===== src/shreg_defs.vh =====
// constants for the dual recirculating shift register
`ifndef SHREG_DEFS_VH
`define SHREG_DEFS_VH
`define SHREG_STAGES      128
`define SHREG_FIFO_DEPTH  32
`define SHREG_FIFO_AW     5
`define SHREG_FIFO_WIDTH  1
`define SHREG_SEL_SERIAL  1'b1
`define SHREG_SEL_RECIRC  1'b0
`define SHREG_OUT_RESET   1'b0
`define SHREG_MAX_LINK_HZ 1000000
`define SHREG_CORE_HZ     200000000
`endif


===== src/dual_recirculating_shift_register.v =====
// dual 128-stage recirculating shift register with pin-clocked sections
//
// Functional notes
// two independent 128-stage sections, own clocks
// select one: serial input, zero: recirculation input
// selected bit sampled while clock low
// each rising edge moves every stage forward
// output is final stage, 128 edges late
// output changes only after a rising edge
// clock held high keeps contents forever
// partner may tie recirculation input to output
// partner clocks sections at most 1 MHz
// stage contents have no reset or clear
// partner holds inputs steady around edges
`timescale 1ns/1ps
`include "shreg_defs.vh"

// small synchronous fifo with valid/ready on both sides
module shreg_fifo
#(
   parameter WIDTH = `SHREG_FIFO_WIDTH,
   parameter DEPTH = `SHREG_FIFO_DEPTH,
   parameter AW    = `SHREG_FIFO_AW
)
(
   input  wire             i_core_clk,
   input  wire             i_rst_n,
   input  wire             i_in_valid,
   output wire             o_in_ready,
   input  wire [WIDTH-1:0] i_in_data,
   output wire             o_out_valid,
   input  wire             i_out_ready,
   output wire [WIDTH-1:0] o_out_data
);
   reg [WIDTH-1:0] mem [0:DEPTH-1]; // word store
   reg [AW-1:0]    wr_ptr;          // next write slot
   reg [AW-1:0]    rd_ptr;          // next read slot
   reg [AW:0]      count;           // words held
   wire            push;
   wire            pop;

   assign o_in_ready  = (count != DEPTH[AW:0]);
   assign o_out_valid = (count != {(AW+1){1'b0}});
   assign o_out_data  = mem[rd_ptr];
   assign push        = i_in_valid & o_in_ready;
   assign pop         = o_out_valid & i_out_ready;

   // storage itself is not reset, only the pointers and count
   always @(posedge i_core_clk)
   begin
      if (push)
         mem[wr_ptr] <= i_in_data;
   end

   // pointer and fill bookkeeping
   always @(posedge i_core_clk or negedge i_rst_n)
   begin
      if (!i_rst_n)
      begin
         wr_ptr <= {AW{1'b0}};
         rd_ptr <= {AW{1'b0}};
         count  <= {(AW+1){1'b0}};
      end
      else
      begin
         if (push)
            wr_ptr <= wr_ptr + 1'b1;
         if (pop)
            rd_ptr <= rd_ptr + 1'b1;
         if (push & ~pop)
            count <= count + 1'b1;
         else if (pop & ~push)
            count <= count - 1'b1;
      end
   end
endmodule

// one shift section, clocked from its own pin via edge detection
module shreg_section
(
   input  wire i_core_clk,
   input  wire i_rst_n,
   input  wire i_sec_clk,
   input  wire i_serial_in,
   input  wire i_recirc_in,
   input  wire i_recirc_select,
   output reg  o_data_out,
   output wire o_overrun
);
   reg  [2:0] clk_sync;      // two sync stages plus edge history
   reg  [1:0] ser_sync;      // serial input synchroniser
   reg  [1:0] recirc_sync;   // recirculation input synchroniser
   reg  [1:0] sel_sync;      // select synchroniser
   reg        held_bit;      // bit accepted while clock low
   reg        shift_busy;    // spaces pops one per two cycles
   reg  [`SHREG_STAGES-1:0] stages; // stage 1 is bit 0
   reg        overrun;       // sticky: edge arrived with fifo full
   wire       rise;
   wire       q_ready;
   wire       q_valid;
   wire       q_bit;
   wire       pop;

   // pins cross into the core clock through two flops each
   always @(posedge i_core_clk or negedge i_rst_n)
   begin
      if (!i_rst_n)
      begin
         clk_sync <= 3'h7;
         ser_sync <= 2'h0;
         recirc_sync <= 2'h0;
         sel_sync <= 2'h0;
      end
      else
      begin
         clk_sync <= {clk_sync[1:0], i_sec_clk};
         ser_sync <= {ser_sync[0], i_serial_in};
         recirc_sync <= {recirc_sync[0], i_recirc_in};
         sel_sync <= {sel_sync[0], i_recirc_select};
      end
   end

   // reset value high so a held-high clock at release is no edge
   assign rise = clk_sync[1] & ~clk_sync[2];

   // track the selected input only while the section clock is low
   always @(posedge i_core_clk or negedge i_rst_n)
   begin
      if (!i_rst_n)
         held_bit <= 1'b0;
      else if (!clk_sync[1])
      begin
         if (sel_sync[1] == `SHREG_SEL_SERIAL)
            held_bit <= ser_sync[1];
         else
            held_bit <= recirc_sync[1];
      end
   end

   // captured bits queue up; a full queue drops the edge and flags it
   shreg_fifo #(
      .WIDTH (`SHREG_FIFO_WIDTH),
      .DEPTH (`SHREG_FIFO_DEPTH),
      .AW    (`SHREG_FIFO_AW)
   ) u_queue (
      .i_core_clk  (i_core_clk),
      .i_rst_n     (i_rst_n),
      .i_in_valid  (rise),
      .o_in_ready  (q_ready),
      .i_in_data   (held_bit),
      .o_out_valid (q_valid),
      .i_out_ready (~shift_busy),
      .o_out_data  (q_bit)
   );

   assign pop       = q_valid & ~shift_busy;
   assign o_overrun = overrun;

   // shift engine: one queued edge moves the whole chain
   always @(posedge i_core_clk or negedge i_rst_n)
   begin
      if (!i_rst_n)
      begin
         shift_busy <= 1'b0;
         overrun    <= 1'b0;
      end
      else
      begin
         shift_busy <= pop;
         if (rise & ~q_ready)
            overrun <= 1'b1;
      end
   end

   // stages have no reset; contents unknown until 128 edges
   // nothing moves without an edge, so data stays static
   always @(posedge i_core_clk)
   begin
      if (pop)
         stages <= {stages[`SHREG_STAGES-2:0], q_bit};
   end

   // buffered copy of the final stage taken as it shifts out, so the
   // pin shows the bit entered exactly 128 rises earlier
   always @(posedge i_core_clk or negedge i_rst_n)
   begin
      if (!i_rst_n)
         o_data_out <= `SHREG_OUT_RESET;
      else if (pop)
         o_data_out <= stages[`SHREG_STAGES-1];
   end
endmodule

// top: two sections sharing only the core clock and reset
module dual_recirculating_shift_register
(
   input  wire i_core_clk,
   input  wire i_rst_n,
   input  wire i_sec_a_clk,
   input  wire i_sec_a_serial_in,
   input  wire i_sec_a_recirc_in,
   input  wire i_sec_a_recirc_select,
   output wire o_sec_a_out,
   output wire o_sec_a_overrun,
   input  wire i_sec_b_clk,
   input  wire i_sec_b_serial_in,
   input  wire i_sec_b_recirc_in,
   input  wire i_sec_b_recirc_select,
   output wire o_sec_b_out,
   output wire o_sec_b_overrun
);
   // section a shares only i_core_clk and i_rst_n with section b
   shreg_section u_sec_a (
      .i_core_clk      (i_core_clk),
      .i_rst_n         (i_rst_n),
      .i_sec_clk       (i_sec_a_clk),
      .i_serial_in     (i_sec_a_serial_in),
      .i_recirc_in     (i_sec_a_recirc_in),
      .i_recirc_select (i_sec_a_recirc_select),
      .o_data_out      (o_sec_a_out),
      .o_overrun       (o_sec_a_overrun)
   );

   shreg_section u_sec_b (
      .i_core_clk      (i_core_clk),
      .i_rst_n         (i_rst_n),
      .i_sec_clk       (i_sec_b_clk),
      .i_serial_in     (i_sec_b_serial_in),
      .i_recirc_in     (i_sec_b_recirc_in),
      .i_recirc_select (i_sec_b_recirc_select),
      .o_data_out      (o_sec_b_out),
      .o_overrun       (o_sec_b_overrun)
   );
endmodule


===== config.mk =====
export PLATFORM = sky130hd
export DESIGN_NAME = dual_recirculating_shift_register
export DESIGN_NICKNAME = d
export VERILOG_FILES = /design/src/dual_recirculating_shift_register.v
export VERILOG_INCLUDE_DIRS = /design/src
export SDC_FILE = /design/constraint.sdc
export NUM_CORES = 1
export LEC_CHECK = 0
export BUFFER_PORTS_ARGS = -buffer_cell sky130_fd_sc_hd__buf_2
export CAP_MARGIN = 20
export CORE_MARGIN = 3
export CORE_UTILIZATION = 30
export DETAILED_ROUTE_END_ITERATION = 16
export SYNTH_ARGS = -nofsm -noshare
export SYNTH_HDL_FRONTEND = slang
export SYNTH_SLANG_ARGS = --single-unit

===== constraint.sdc =====
create_clock -name i_core_clk -period 4.65 [get_ports i_core_clk]
set_clock_uncertainty 0.1 [all_clocks]
set_input_delay 0.465 -clock i_core_clk [delete_from_list [all_inputs] [get_ports i_core_clk]]
set_output_delay 0.465 -clock i_core_clk [all_outputs]
set_load 0.05 [all_outputs]

# ---- Word level (Yosys, flattened, before mapping)
# Memories as Yosys holds them, arrays and structs flattened. A register that Yosys moved wholly into a read port is not among the register bits.
# Cells that the tools add are included.
dict set report word_totals {
  output_inout_bits 4
  n_memories 2
  reg_bits 314
  ramBits 64
}
dict set report op_classes {
  mux 10
  eq_ne 2
  n_reduce_logical 4
  add_sub_neg 8
  bitwise 22
}
# memory depth word_bits rd rd_ports_with_merged_regs wr line_no
set mem_list {}
lappend mem_list {u_sec_a.u_queue.mem 32 1 1 1 1 dual_recirculating_shift_register.v:35} ;# reg [WIDTH-1:0] mem [0:DEPTH-1];
lappend mem_list {u_sec_b.u_queue.mem 32 1 1 1 1 dual_recirculating_shift_register.v:35}
# op n
set ops {}
lappend ops {{6-bit two-way mux} 4}
lappend ops {{5-bit by 1-bit adder with 5-bit output, second input constant} 4}
lappend ops {{6-bit by 1-bit adder with 6-bit output, second input constant} 2}
lappend ops {{1-bit bitwise AND} 12}
lappend ops {{6-bit inequality test, second input constant} 2}
lappend ops {{6-bit nonzero test} 2}
lappend ops {{6-bit by 1-bit subtractor with 6-bit output, second input constant} 2}
lappend ops {{1-bit NOT} 10}
lappend ops {{1-bit two-way mux} 6}
lappend ops {{2-bit nonzero test} 2}

# ---- Logic depth before layout (Yosys ltp)
# Gate-level depths: netlist of the first run.
dict set report logic_depth {
  word_depth 7
  depth_mapped 10
  depth_no_buf 10
}

# ---- Cells and area by module
# A second synthesis of the first run with hierarchy kept.
dict set report unflattened {
  hier_cells 698
  hier_area_um2 13317.8
}
# module cells_each instances area_each_um2
set modules_own_cells {}
lappend modules_own_cells {shreg_section 150 2 4242.8}
lappend modules_own_cells {shreg_fifo 199 2 2416.1}

# ---- Least setup slack after synthesis of the first run
# OpenSTA, ideal clock, no wires.
dict set report synth_timing {
  path_type {register to register}
  startpoint {register u_sec_b.u_queue.count[0]}
  endpoint {register u_sec_b.u_queue.rd_ptr[1]}
  stages_incl_launch_ff 6
  path_slack_ps 1863
  setup_time_ps 128
  t_arrival_ps 2559
  required_ps 4422
  path_cell_list {dfrtp_1 -> inv_1 -> nand2_2 -> o21bai_2 -> inv_2 -> mux2_2}
}
dict set report synth_via {
  elab_chain_len 2
}
# element line_no
set synth_rtl {}
lappend synth_rtl {{start: declaration} dual_recirculating_shift_register.v:38} ;# reg [AW:0] count;
lappend synth_rtl {{start signal: assignment} dual_recirculating_shift_register.v:62} ;# count <= {(AW+1){1'b0}};
lappend synth_rtl {{start signal: assignment} dual_recirculating_shift_register.v:71} ;# count <= count + 1'b1;
lappend synth_rtl {{start signal: assignment} dual_recirculating_shift_register.v:73} ;# count <= count - 1'b1;
lappend synth_rtl {{6-bit nonzero test} dual_recirculating_shift_register.v:43} ;# assign o_out_valid = (count != {(AW+1){1'b0}});
lappend synth_rtl {{1-bit bitwise AND} n/a}
lappend synth_rtl {{net u_sec_b.pop} dual_recirculating_shift_register.v:102} ;# wire pop;
lappend synth_rtl {{end signal: assignment} dual_recirculating_shift_register.v:61} ;# rd_ptr <= {AW{1'b0}};
lappend synth_rtl {{end signal: assignment} dual_recirculating_shift_register.v:69} ;# rd_ptr <= rd_ptr + 1'b1;
lappend synth_rtl {{end: declaration} dual_recirculating_shift_register.v:37} ;# reg [AW-1:0] rd_ptr;
# The timed path passes the listed nets, and every way through them passes these cells.
# A chain may end at the register's enable or synchronous reset.

# ---- Worst setup path in the final report of the first run
dict set report layout_timing {
  startpoint {register u_sec_b.u_queue.count[1]}
  endpoint {register u_sec_b.u_queue.count[5]}
}
dict set report layout_via {
  elab_chain_len 5
  word_cells_on_any_way 13
  classes_between {2 x add/sub; 1 x eq/ne; 2 x mux; 6 x bitwise; 2 x reduce/logical}
}
# element
set layout_rtl {}
lappend layout_rtl {{branches (longest 5 deep; another with 6-bit by 1-bit subtractor with 6-bit output)}}
# Several ways; the timed one is not identified. The select of a mux whose other input is x is not followed.

==> impl_summary.md, run 1 <==
CTS
The clock-pin slew of the registers on the worst-case setup and hold paths is 60 ps. The number of buffers added by the clock tree synthesis step is 36. Counting every sink on the clock net gives between 300 and 400.

The deepest clock path buffer count is 3. TritonCTS built the clock tree. The later pin in the worst-skew pair is clocked with a latency of 530 ps. The library cell used as clock root buffer is sky130_fd_sc_hd__clkbuf_16. The deepest level of the CTS H-tree is 2.

Place
The number of cells after detailed placement is ~1,300. The count of buffers inserted at the top-level ports is 13. In this run the cell area measured after placement is between 0.01 and 0.015 mm2. The HPWL after detailed placement is roughly 9.1 mm. Routability-driven placement finished with a final weighted congestion of ~0.73.

Detailed routing
Dividing the detail-routed wire length by the instance count gives ~13 um. The first routing iteration left 490 violations. In the routed design, unresolved DRC markers number 0. Summed over all layers, the routed wires come to about 18 mm. The remaining antenna violation count is 0. The via-per-instance ratio is 4.24. Across all layers, the routed design uses roughly 5,700 vias. The number of detailed-routing iterations run before antenna repair is 4.

Synth
The library cell occupying the most area in the post-synthesis netlist is sky130_fd_sc_hd__edfxtp_1. The share of synthesized registers carrying an async set or reset is 15.3%. In the post-synthesis netlist, the biggest area contributors are sky130_fd_sc_hd__edfxtp_1 (72%), sky130_fd_sc_hd__dfrtp_1 (9.8%), sky130_fd_sc_hd__nor2_1 (1.9%). The mapped cell area is 0.0133 mm2. The post-synth net total is just over 700. The per-instance average area after synthesis is 19.4 um2. The number of distinct library cells after synthesis is between 40 and 50. The sequential share of the synthesized area is between 80% and 90%. Counting flops with a built-in enable in the synthesized netlist gives between 300 and 400. Synthesis handed over a netlist of ~690 instances. For this run, the leading register cell type out of synthesis is sky130_fd_sc_hd__edfxtp_1. The total of flip-flops plus latches after synthesis is 378. The Yosys step of the flow raised 0 warnings.

The share of Yosys cell area claimed by the top area cell type is between 70 and 80%.

Floorplan
The die covers approximately 0.047 mm2. The placement row count is 76. The core region is 0.0434 mm2. 14 I/O pins were placed. The die is approximately 220 um tall. The initial standard-cell utilization of the core is 30.6%. The overall die width is approximately 220 um.

Power and ir drop
The leakage power summed over all cells is 4.68 nW. The worst-case IR drop observed on VDD is ~0.39 mV. For this design the ratio of total power to cell area is 640 mW/mm2.

STA
Static timing analysis puts the maximum clock frequency at 327 MHz. The worst path uses between 60% and 70% of the clock period. Summed over all failing endpoints, the final setup total negative slack is 0 ps. The worst pin sits at a relative slew slack of between 30% and 40%.

The actual slew at the worst max-slew pin is roughly 900 ps. The total of endpoints with negative setup slack in the final report is 0. The count of final max-slew check failures is 0. Setup repair after global routing left no endpoint under its margin. Across all hold checks on the routed design, the worst slack comes to -11.7 ps.

The hold violation count in the final report was 2. The shortest period the worst path allows is 3060 ps.

Finish
The post-route cell area is ~0.015 mm2. The library cell used most frequently in the layout, excluding fill and tap cells, is sky130_fd_sc_hd__edfxtp_1. The number of nets in the finished design is 763. The core utilization of the finished layout is between 30% and 40%.

The repair_antennas step left the layout with diodes totalling 0. After the flow finishes, the layout carries non-filler instances totaling about 1,300. The share of final-layout standard cells stronger than drive strength 1 is roughly 14%. The layout-stage area growth over the synthesis result is 15.0%. In the layout the commonest cells are sky130_fd_sc_hd__edfxtp_1 (320), sky130_fd_sc_hd__nor2_1 (68), sky130_fd_sc_hd__dfrtp_1 (52).

Setup path
The endpoint class of the critical path is a flop. The kind of critical path is flop to flop. Among the stages of the critical path, the cell type that occurs most often is sky130_fd_sc_hd__ha_1.

Along the worst path, the maximum fanout reaches 6. The worst stage delay on the critical path is about 460 ps. The setup slack on the worst flop-to-flop path is roughly 1600 ps.

The slowest stage cell on the critical path is sky130_fd_sc_hd__or3b_2. The capture instance of the worst register-to-register path is u_sec_b.u_queue.count[5]. The cell family contributing the most delay on the critical path is simple AND/OR/NAND/NOR gates.

The signal on the critical path passes through nor4_4 -> nand2_2 -> o21bai_2 -> ha_1 -> inv_1 -> ha_1 -> o21ai_0 -> nor3_1 -> or3b_2 -> xnor2_1. At the worst endpoint, the required time is 4950 ps. The path depth of the worst reg2reg path is 10. The worst setup path is launched from a flop.

The launch instance of the worst register-to-register path is u_sec_b.u_queue.count[1]. The buffer and inverter count on the worst path is 1. At the worst endpoint, the arrival time is between 3000 and 4000 ps.

Global route
The first-pass GRT wire length is approximately 30 mm. The number of global-route vias before repair came to between 5,000 and 6,000. Entering global routing, the biggest net connects 135 pins. The total congestion overflow after global routing is 0.

The all-layer global routing usage is 7.73%. The number of antenna violations at the first check in global routing is 0.

Run status
The run finished, with violations left. The final reports fail on negative hold slack.

Run
Across the run, the number of max-cap violations was 0.

Worst hold path
The min-delay analysis places its worst path in the category input pin to async pin.
==> cells by family after synthesis <==
group / Yosys count / share of synthesized area [%]
AOI/OAI and AO/OA: 40 / 2.28
xor gates and xnor gates: 26 / 1.71
adders and majority gates: 22 / 2.19
buffers and inverters: 33 / 1.14
DFF: 378 / 83.3
muxes: 36 / 3.73
and+or+nand+nor: 150 / 5.62
==> metrics by stage <==
step                      setup slack [ps]  total power [mW]
after floorplan                       1860              6.55
after global placement                1650              6.92
after detailed placement              1580              6.99
after CTS                             1570              9.93
after global routing                  1370              10.3
final                                 1590              9.78
==> Yosys cell counts (3+ instances only) <==
cell / instances
sky130_fd_sc_hd__a21o_1: 4
sky130_fd_sc_hd__dfrtp_1: 52
sky130_fd_sc_hd__a311oi_1: 4
sky130_fd_sc_hd__nand3b_1: 7
sky130_fd_sc_hd__o21ai_0: 14
sky130_fd_sc_hd__nand2_1: 27
sky130_fd_sc_hd__buf_1: 3
sky130_fd_sc_hd__a21oi_1: 4
sky130_fd_sc_hd__nand2_2: 4
sky130_fd_sc_hd__nor2_1: 68
sky130_fd_sc_hd__or3b_2: 5
sky130_fd_sc_hd__mux4_2: 5
sky130_fd_sc_hd__clkbuf_1: 8
sky130_fd_sc_hd__mux2_4: 3
sky130_fd_sc_hd__nor2b_1: 4
sky130_fd_sc_hd__mux2_2: 7
sky130_fd_sc_hd__dfstp_2: 6
sky130_fd_sc_hd__ha_1: 20
sky130_fd_sc_hd__edfxtp_1: 320
sky130_fd_sc_hd__nor4_1: 3
sky130_fd_sc_hd__nand3_1: 10
sky130_fd_sc_hd__mux4_1: 3
sky130_fd_sc_hd__xor2_1: 6
sky130_fd_sc_hd__xnor2_1: 20
sky130_fd_sc_hd__inv_1: 14
sky130_fd_sc_hd__nand4_1: 10
sky130_fd_sc_hd__mux2i_1: 18
sky130_fd_sc_hd__a22oi_1: 4
==> sequential cells by signal (all words and copies together), names as in the netlist, 3 cells and up <==
signal	cells
u_sec_b.u_queue.wr_ptr	5
u_sec_b.u_queue.count	6
u_sec_b.stages	128
u_sec_a.stages	128
u_sec_a.u_queue.count	6
u_sec_b.u_queue.mem	32
u_sec_a.u_queue.wr_ptr	5
u_sec_b.u_queue.rd_ptr	5
u_sec_a.clk_sync	3
u_sec_a.u_queue.mem	32
u_sec_b.clk_sync	3
u_sec_a.u_queue.rd_ptr	5
==> report_power, final <==
group | internal (mW) | switching (mW) | total [mW]
combinational | 0.642 | 1.03 | 1.67
clock | 1.67 | 1.21 | 2.88
sequential | 4.74 | 0.493 | 5.23
total | 7.05 | 2.73 | 9.78
==> per-layer routing <==
metal	track usage (%)	vias up	wire [um]
met3	2.13	42	810
li1	-	2684	-
met2	10.8	100	7690
met4	3.15	0	498
met5	0	-	0
met1	11.3	2859	9080
==> final cells by class <==
type	instances	area (um2)
clock buffers	42	933
clock inverters	22	228
fillers	4090	28100
inverters	16	65.1
multi-input cells	274	2060
flip-flops and latches	378	11100
well taps	585	732
repair buffers	25	188
==> worst max-delay path by stage <==
stage,startpoint,endpoint,slack [ps],cells past startpoint
floorplan,u_sec_b.u_queue.count[0],u_sec_b.u_queue.rd_ptr[1],1860,5
CTS,u_sec_b.u_queue.count[1],u_sec_b.u_queue.count[5],1570,10
finish,u_sec_b.u_queue.count[1],u_sec_b.u_queue.count[5],1590,10
global route,u_sec_b.u_queue.count[1],u_sec_b.u_queue.count[5],1370,10
detailed placement,u_sec_b.u_queue.count[1],u_sec_b.u_queue.count[5],1580,10
global placement,u_sec_b.u_queue.count[1],u_sec_b.u_queue.count[5],1650,10
==> what timing repair did <==
item / 4_1_cts / 5_1_grt
setup buffers: 0 / 0
hold endpoints to repair: 8 / 0
hold buffers: 8 / 0
resized for setup: 0 / 0
No activity file was read; power rests on OpenSTA's default activity.
==> inputs of run 2 (changes only) <==
Clock period 4.65 ns to 2.8 ns, I/O delays scaled along.
==> run 2 against run 1 <==
Compared with the run above:
- the run now ends clean
- global-route usage rose by 0.24 points
- power rose by 65%
- non-clock buffer count rose by 22
- count of clock-buffer cells in the layout rose by 6
- sequential cell count did not move
- critical path depth did not move
- first-iteration DRC count fell by 19%
- via count rose by 0.88%
- maximum frequency rose by 14%
- combinational power rose by 85%
- register-to-register slack got worse by 1500 ps
- largest cell class unchanged
==> impl_summary.md, run 2 (synthesized netlist as in run 1, its figures left out) <==
Floorplan
The overall die width is approximately 220 um. The initial standard-cell utilization of the core is a little under a third. The core region is roughly 0.043 mm2.

The placement row count is 76. The height of the die is approximately 220 um. The number of top-level pins is 14. The full die area is 0.0468 mm2.

Run status
The flow ran to the end, and the final reports show no timing, DRC or antenna violations.

Place
The setup slack at placement is -6.34 ps. The placed wire-length estimate after detailed placement is 9.66 mm. Including well taps, the total number of placed cells is approximately 1,300. At the end of routability-driven placement, the weighted congestion stood at 0.724. The count of buffers added on input and output ports is 13. The standard cell area after detailed placement is roughly 0.014 mm2.

Power and ir drop
Power spread over the standard cell area amounts to 1050 mW/mm2. Across the VDD grid, the largest voltage drop is roughly 0.7 mV. The total power consumption of the routed design is approximately 16 mW. The analysis attributes to cell leakage a power of 4.76 nW.

Detailed routing
Detailed routing placed a total of just over 900 um of wire on met3. The total number of vias is roughly 5,700. The remaining antenna violation count is 0. Using the TritonRoute via totals, the vias-per-cell ratio works out to about 4.2. In this run the top signal layer used is met4.

The detailed-route DRC error count is 0. The number of DRC violations after detailed-routing iteration 0 is just under 400. The post-detailed-routing wire length is 18.2 mm.

The length of routed met2 wiring is between 7 and 8 mm. The first detailed-routing pass took 4 iterations. The detailed router put a total of approximately 9.3 mm of wire on met1. The post-detailed-route wirelength per cell is about 13 um.

STA
Setup repair after global routing could not meet its margin everywhere. The actual slew at the worst max-slew pin is about 910 ps. The worst path meets setup with 126 ps of slack. Setup violations remaining at the end of the flow were counted as 0. The final period utilization is a little over nine tenths. The tightest hold path in the finished design has a slack of 208 ps. The maximum frequency from static timing analysis is 374 MHz. Measured against its own limit, the worst slew margin works out to between 30% and 40%. The count of final max-slew check failures is 0. The smallest clock period supported by the final layout is computed as around 2700 ps. The hold violation count in the final report is 0. Setup total negative slack on the finished layout was measured at 0 ps.

CTS
The clock-pin slew of the registers on the worst-case setup and hold paths is approximately 60 ps. For this design, the sink count on the clock tree is about 380. The deepest clock path buffer count is 3.

The number of buffers added by the clock tree synthesis step is 36. The deepest level of the CTS H-tree is 2. The latest clock arrival within the worst-skew pair is around 530 ps.

The clock tree from TritonCTS is built. The library cell used as clock root buffer is sky130_fd_sc_hd__clkbuf_16.

Setup path
STA classifies the critical path endpoint as a flop. The data arrival time of the critical path is just under 3000 ps. For the worst setup path, the data required time is slightly above 3000 ps.

The slowest stage cell on the critical path is sky130_fd_sc_hd__or3b_2. In this design, the largest share of critical-path delay is due to simple AND/OR/NAND/NOR gates. The startpoint kind of the worst setup timing path is a flop. The largest fanout on the critical path is 5.

The kind of critical path is flop to flop. In this design, the stage delay of the slowest critical-path cell is between 400 and 500 ps. Walking the worst path, the cells encountered are nor4_4 -> buf_4 -> a31oi_4 -> ha_1 -> inv_2 -> ha_1 -> a211oi_2 -> nor3_1 -> or3b_2 -> xnor2_1. The buffer and inverter count on the worst path is 2.

The most numerous cell type found on the critical path is sky130_fd_sc_hd__ha_1.

Global route
The number of antenna violations at the first check in global routing is 0. For this run the aggregate overflow at the end of global routing stands at 0. Global routing used under 10% of the available tracks. Entering global routing, the biggest net connects 63 pins. The first-pass GRT wire length is a little over 30 mm. The number of global-route vias before repair is about 5,900.

Finish
The final layout contains 785 nets. After the flow finishes, the layout carries non-filler instances totaling roughly 1,400. Cells with a size suffix above 1 make up 16.8% of the layout. In the final layout, the registers with the most flip-flops are u_sec_a.stages x128, u_sec_b.stages x128. The most common cell after layout, fill and taps aside is sky130_fd_sc_hd__edfxtp_1.

Once layout is complete, the utilization of the core stands at 35.5%. The antenna diode count is 0. In the layout the commonest cells are sky130_fd_sc_hd__edfxtp_1 (320), sky130_fd_sc_hd__nor2_1 (68), sky130_fd_sc_hd__dfrtp_1 (52). The post-route cell area is roughly 0.015 mm2. From synthesis to final layout, the design area changed by 15.9%.

Worst hold path
The path class of the tightest hold or removal check is input pin to async pin.

Run
Max-cap violations in this run came to 0.
[run 2: repair_timing]
| action | 4_1_cts | 5_1_grt |
|---|---|---|
| setup buffers | 0 | 1 |
| gates resized for setup | 2 | 2 |
| hold endpoints to repair | 66 | 0 |
| endpoints found under the setup margin | 1 | 3 |
| hold buffers | 9 | 0 |
| pin swaps | 1 | 1 |
[run 2: layer usage]
metal / vias up / GRT usage, %
li1: 2723 / -
met1: 2889 / 11.6
met2: 87 / 11.4
met3: 36 / 2.27
met4: 0 / 2.78
met5: - / 0
[run 2: area by class of cell]
| cell class | instances | area [um2] |
|---|---|---|
| Fill cell | 4082 | 28000 |
| Sequential cell | 378 | 11100 |
| Multi-Input combinational cell | 274 | 2070 |
| Clock buffer | 48 | 986 |
| Tap cell | 585 | 732 |
| Timing Repair Buffer | 47 | 380 |
| Clock inverter | 17 | 101 |
| Inverter | 16 | 65.1 |
[run 2: final timing paths]
path / cells after the start / slack (ps) / start / endpoint
worst max-delay path: 10 / 130 / u_sec_b.u_queue.count[4] / u_sec_b.u_queue.count[5]
worst min-delay path: 3 / 210 / i_rst_n / u_sec_a.o_data_out
worst max register to register: 10 / 130 / u_sec_b.u_queue.count[4] / u_sec_b.u_queue.count[5]
worst min register to register: 0 / 250 / u_sec_a.ser_sync[0] / u_sec_a.ser_sync[1]
max in group asynchronous: 3 / 2040 / i_rst_n / u_sec_a.clk_sync[2]
min in group i_core_clk: 0 / 250 / u_sec_a.ser_sync[0] / u_sec_a.ser_sync[1]
[run 2: worst reg2reg max path, delay by kind of cell (launching register included)]
family	cells	cell delay [ps]
AND/OR/NAND/NOR	3	860
adder cells (fa/ha/maj)	2	480
flip-flops	1	400
AO/OA/AOI/OAI	2	300
buffers and inverters	2	280
XOR/XNOR	1	130
[run 2: report_power, final]
group          leakage, nW  switching (mW)  internal [mW]
logic                 1.01            1.84           1.25
registers             3.22           0.734           7.86
clock network        0.529            1.97           2.49
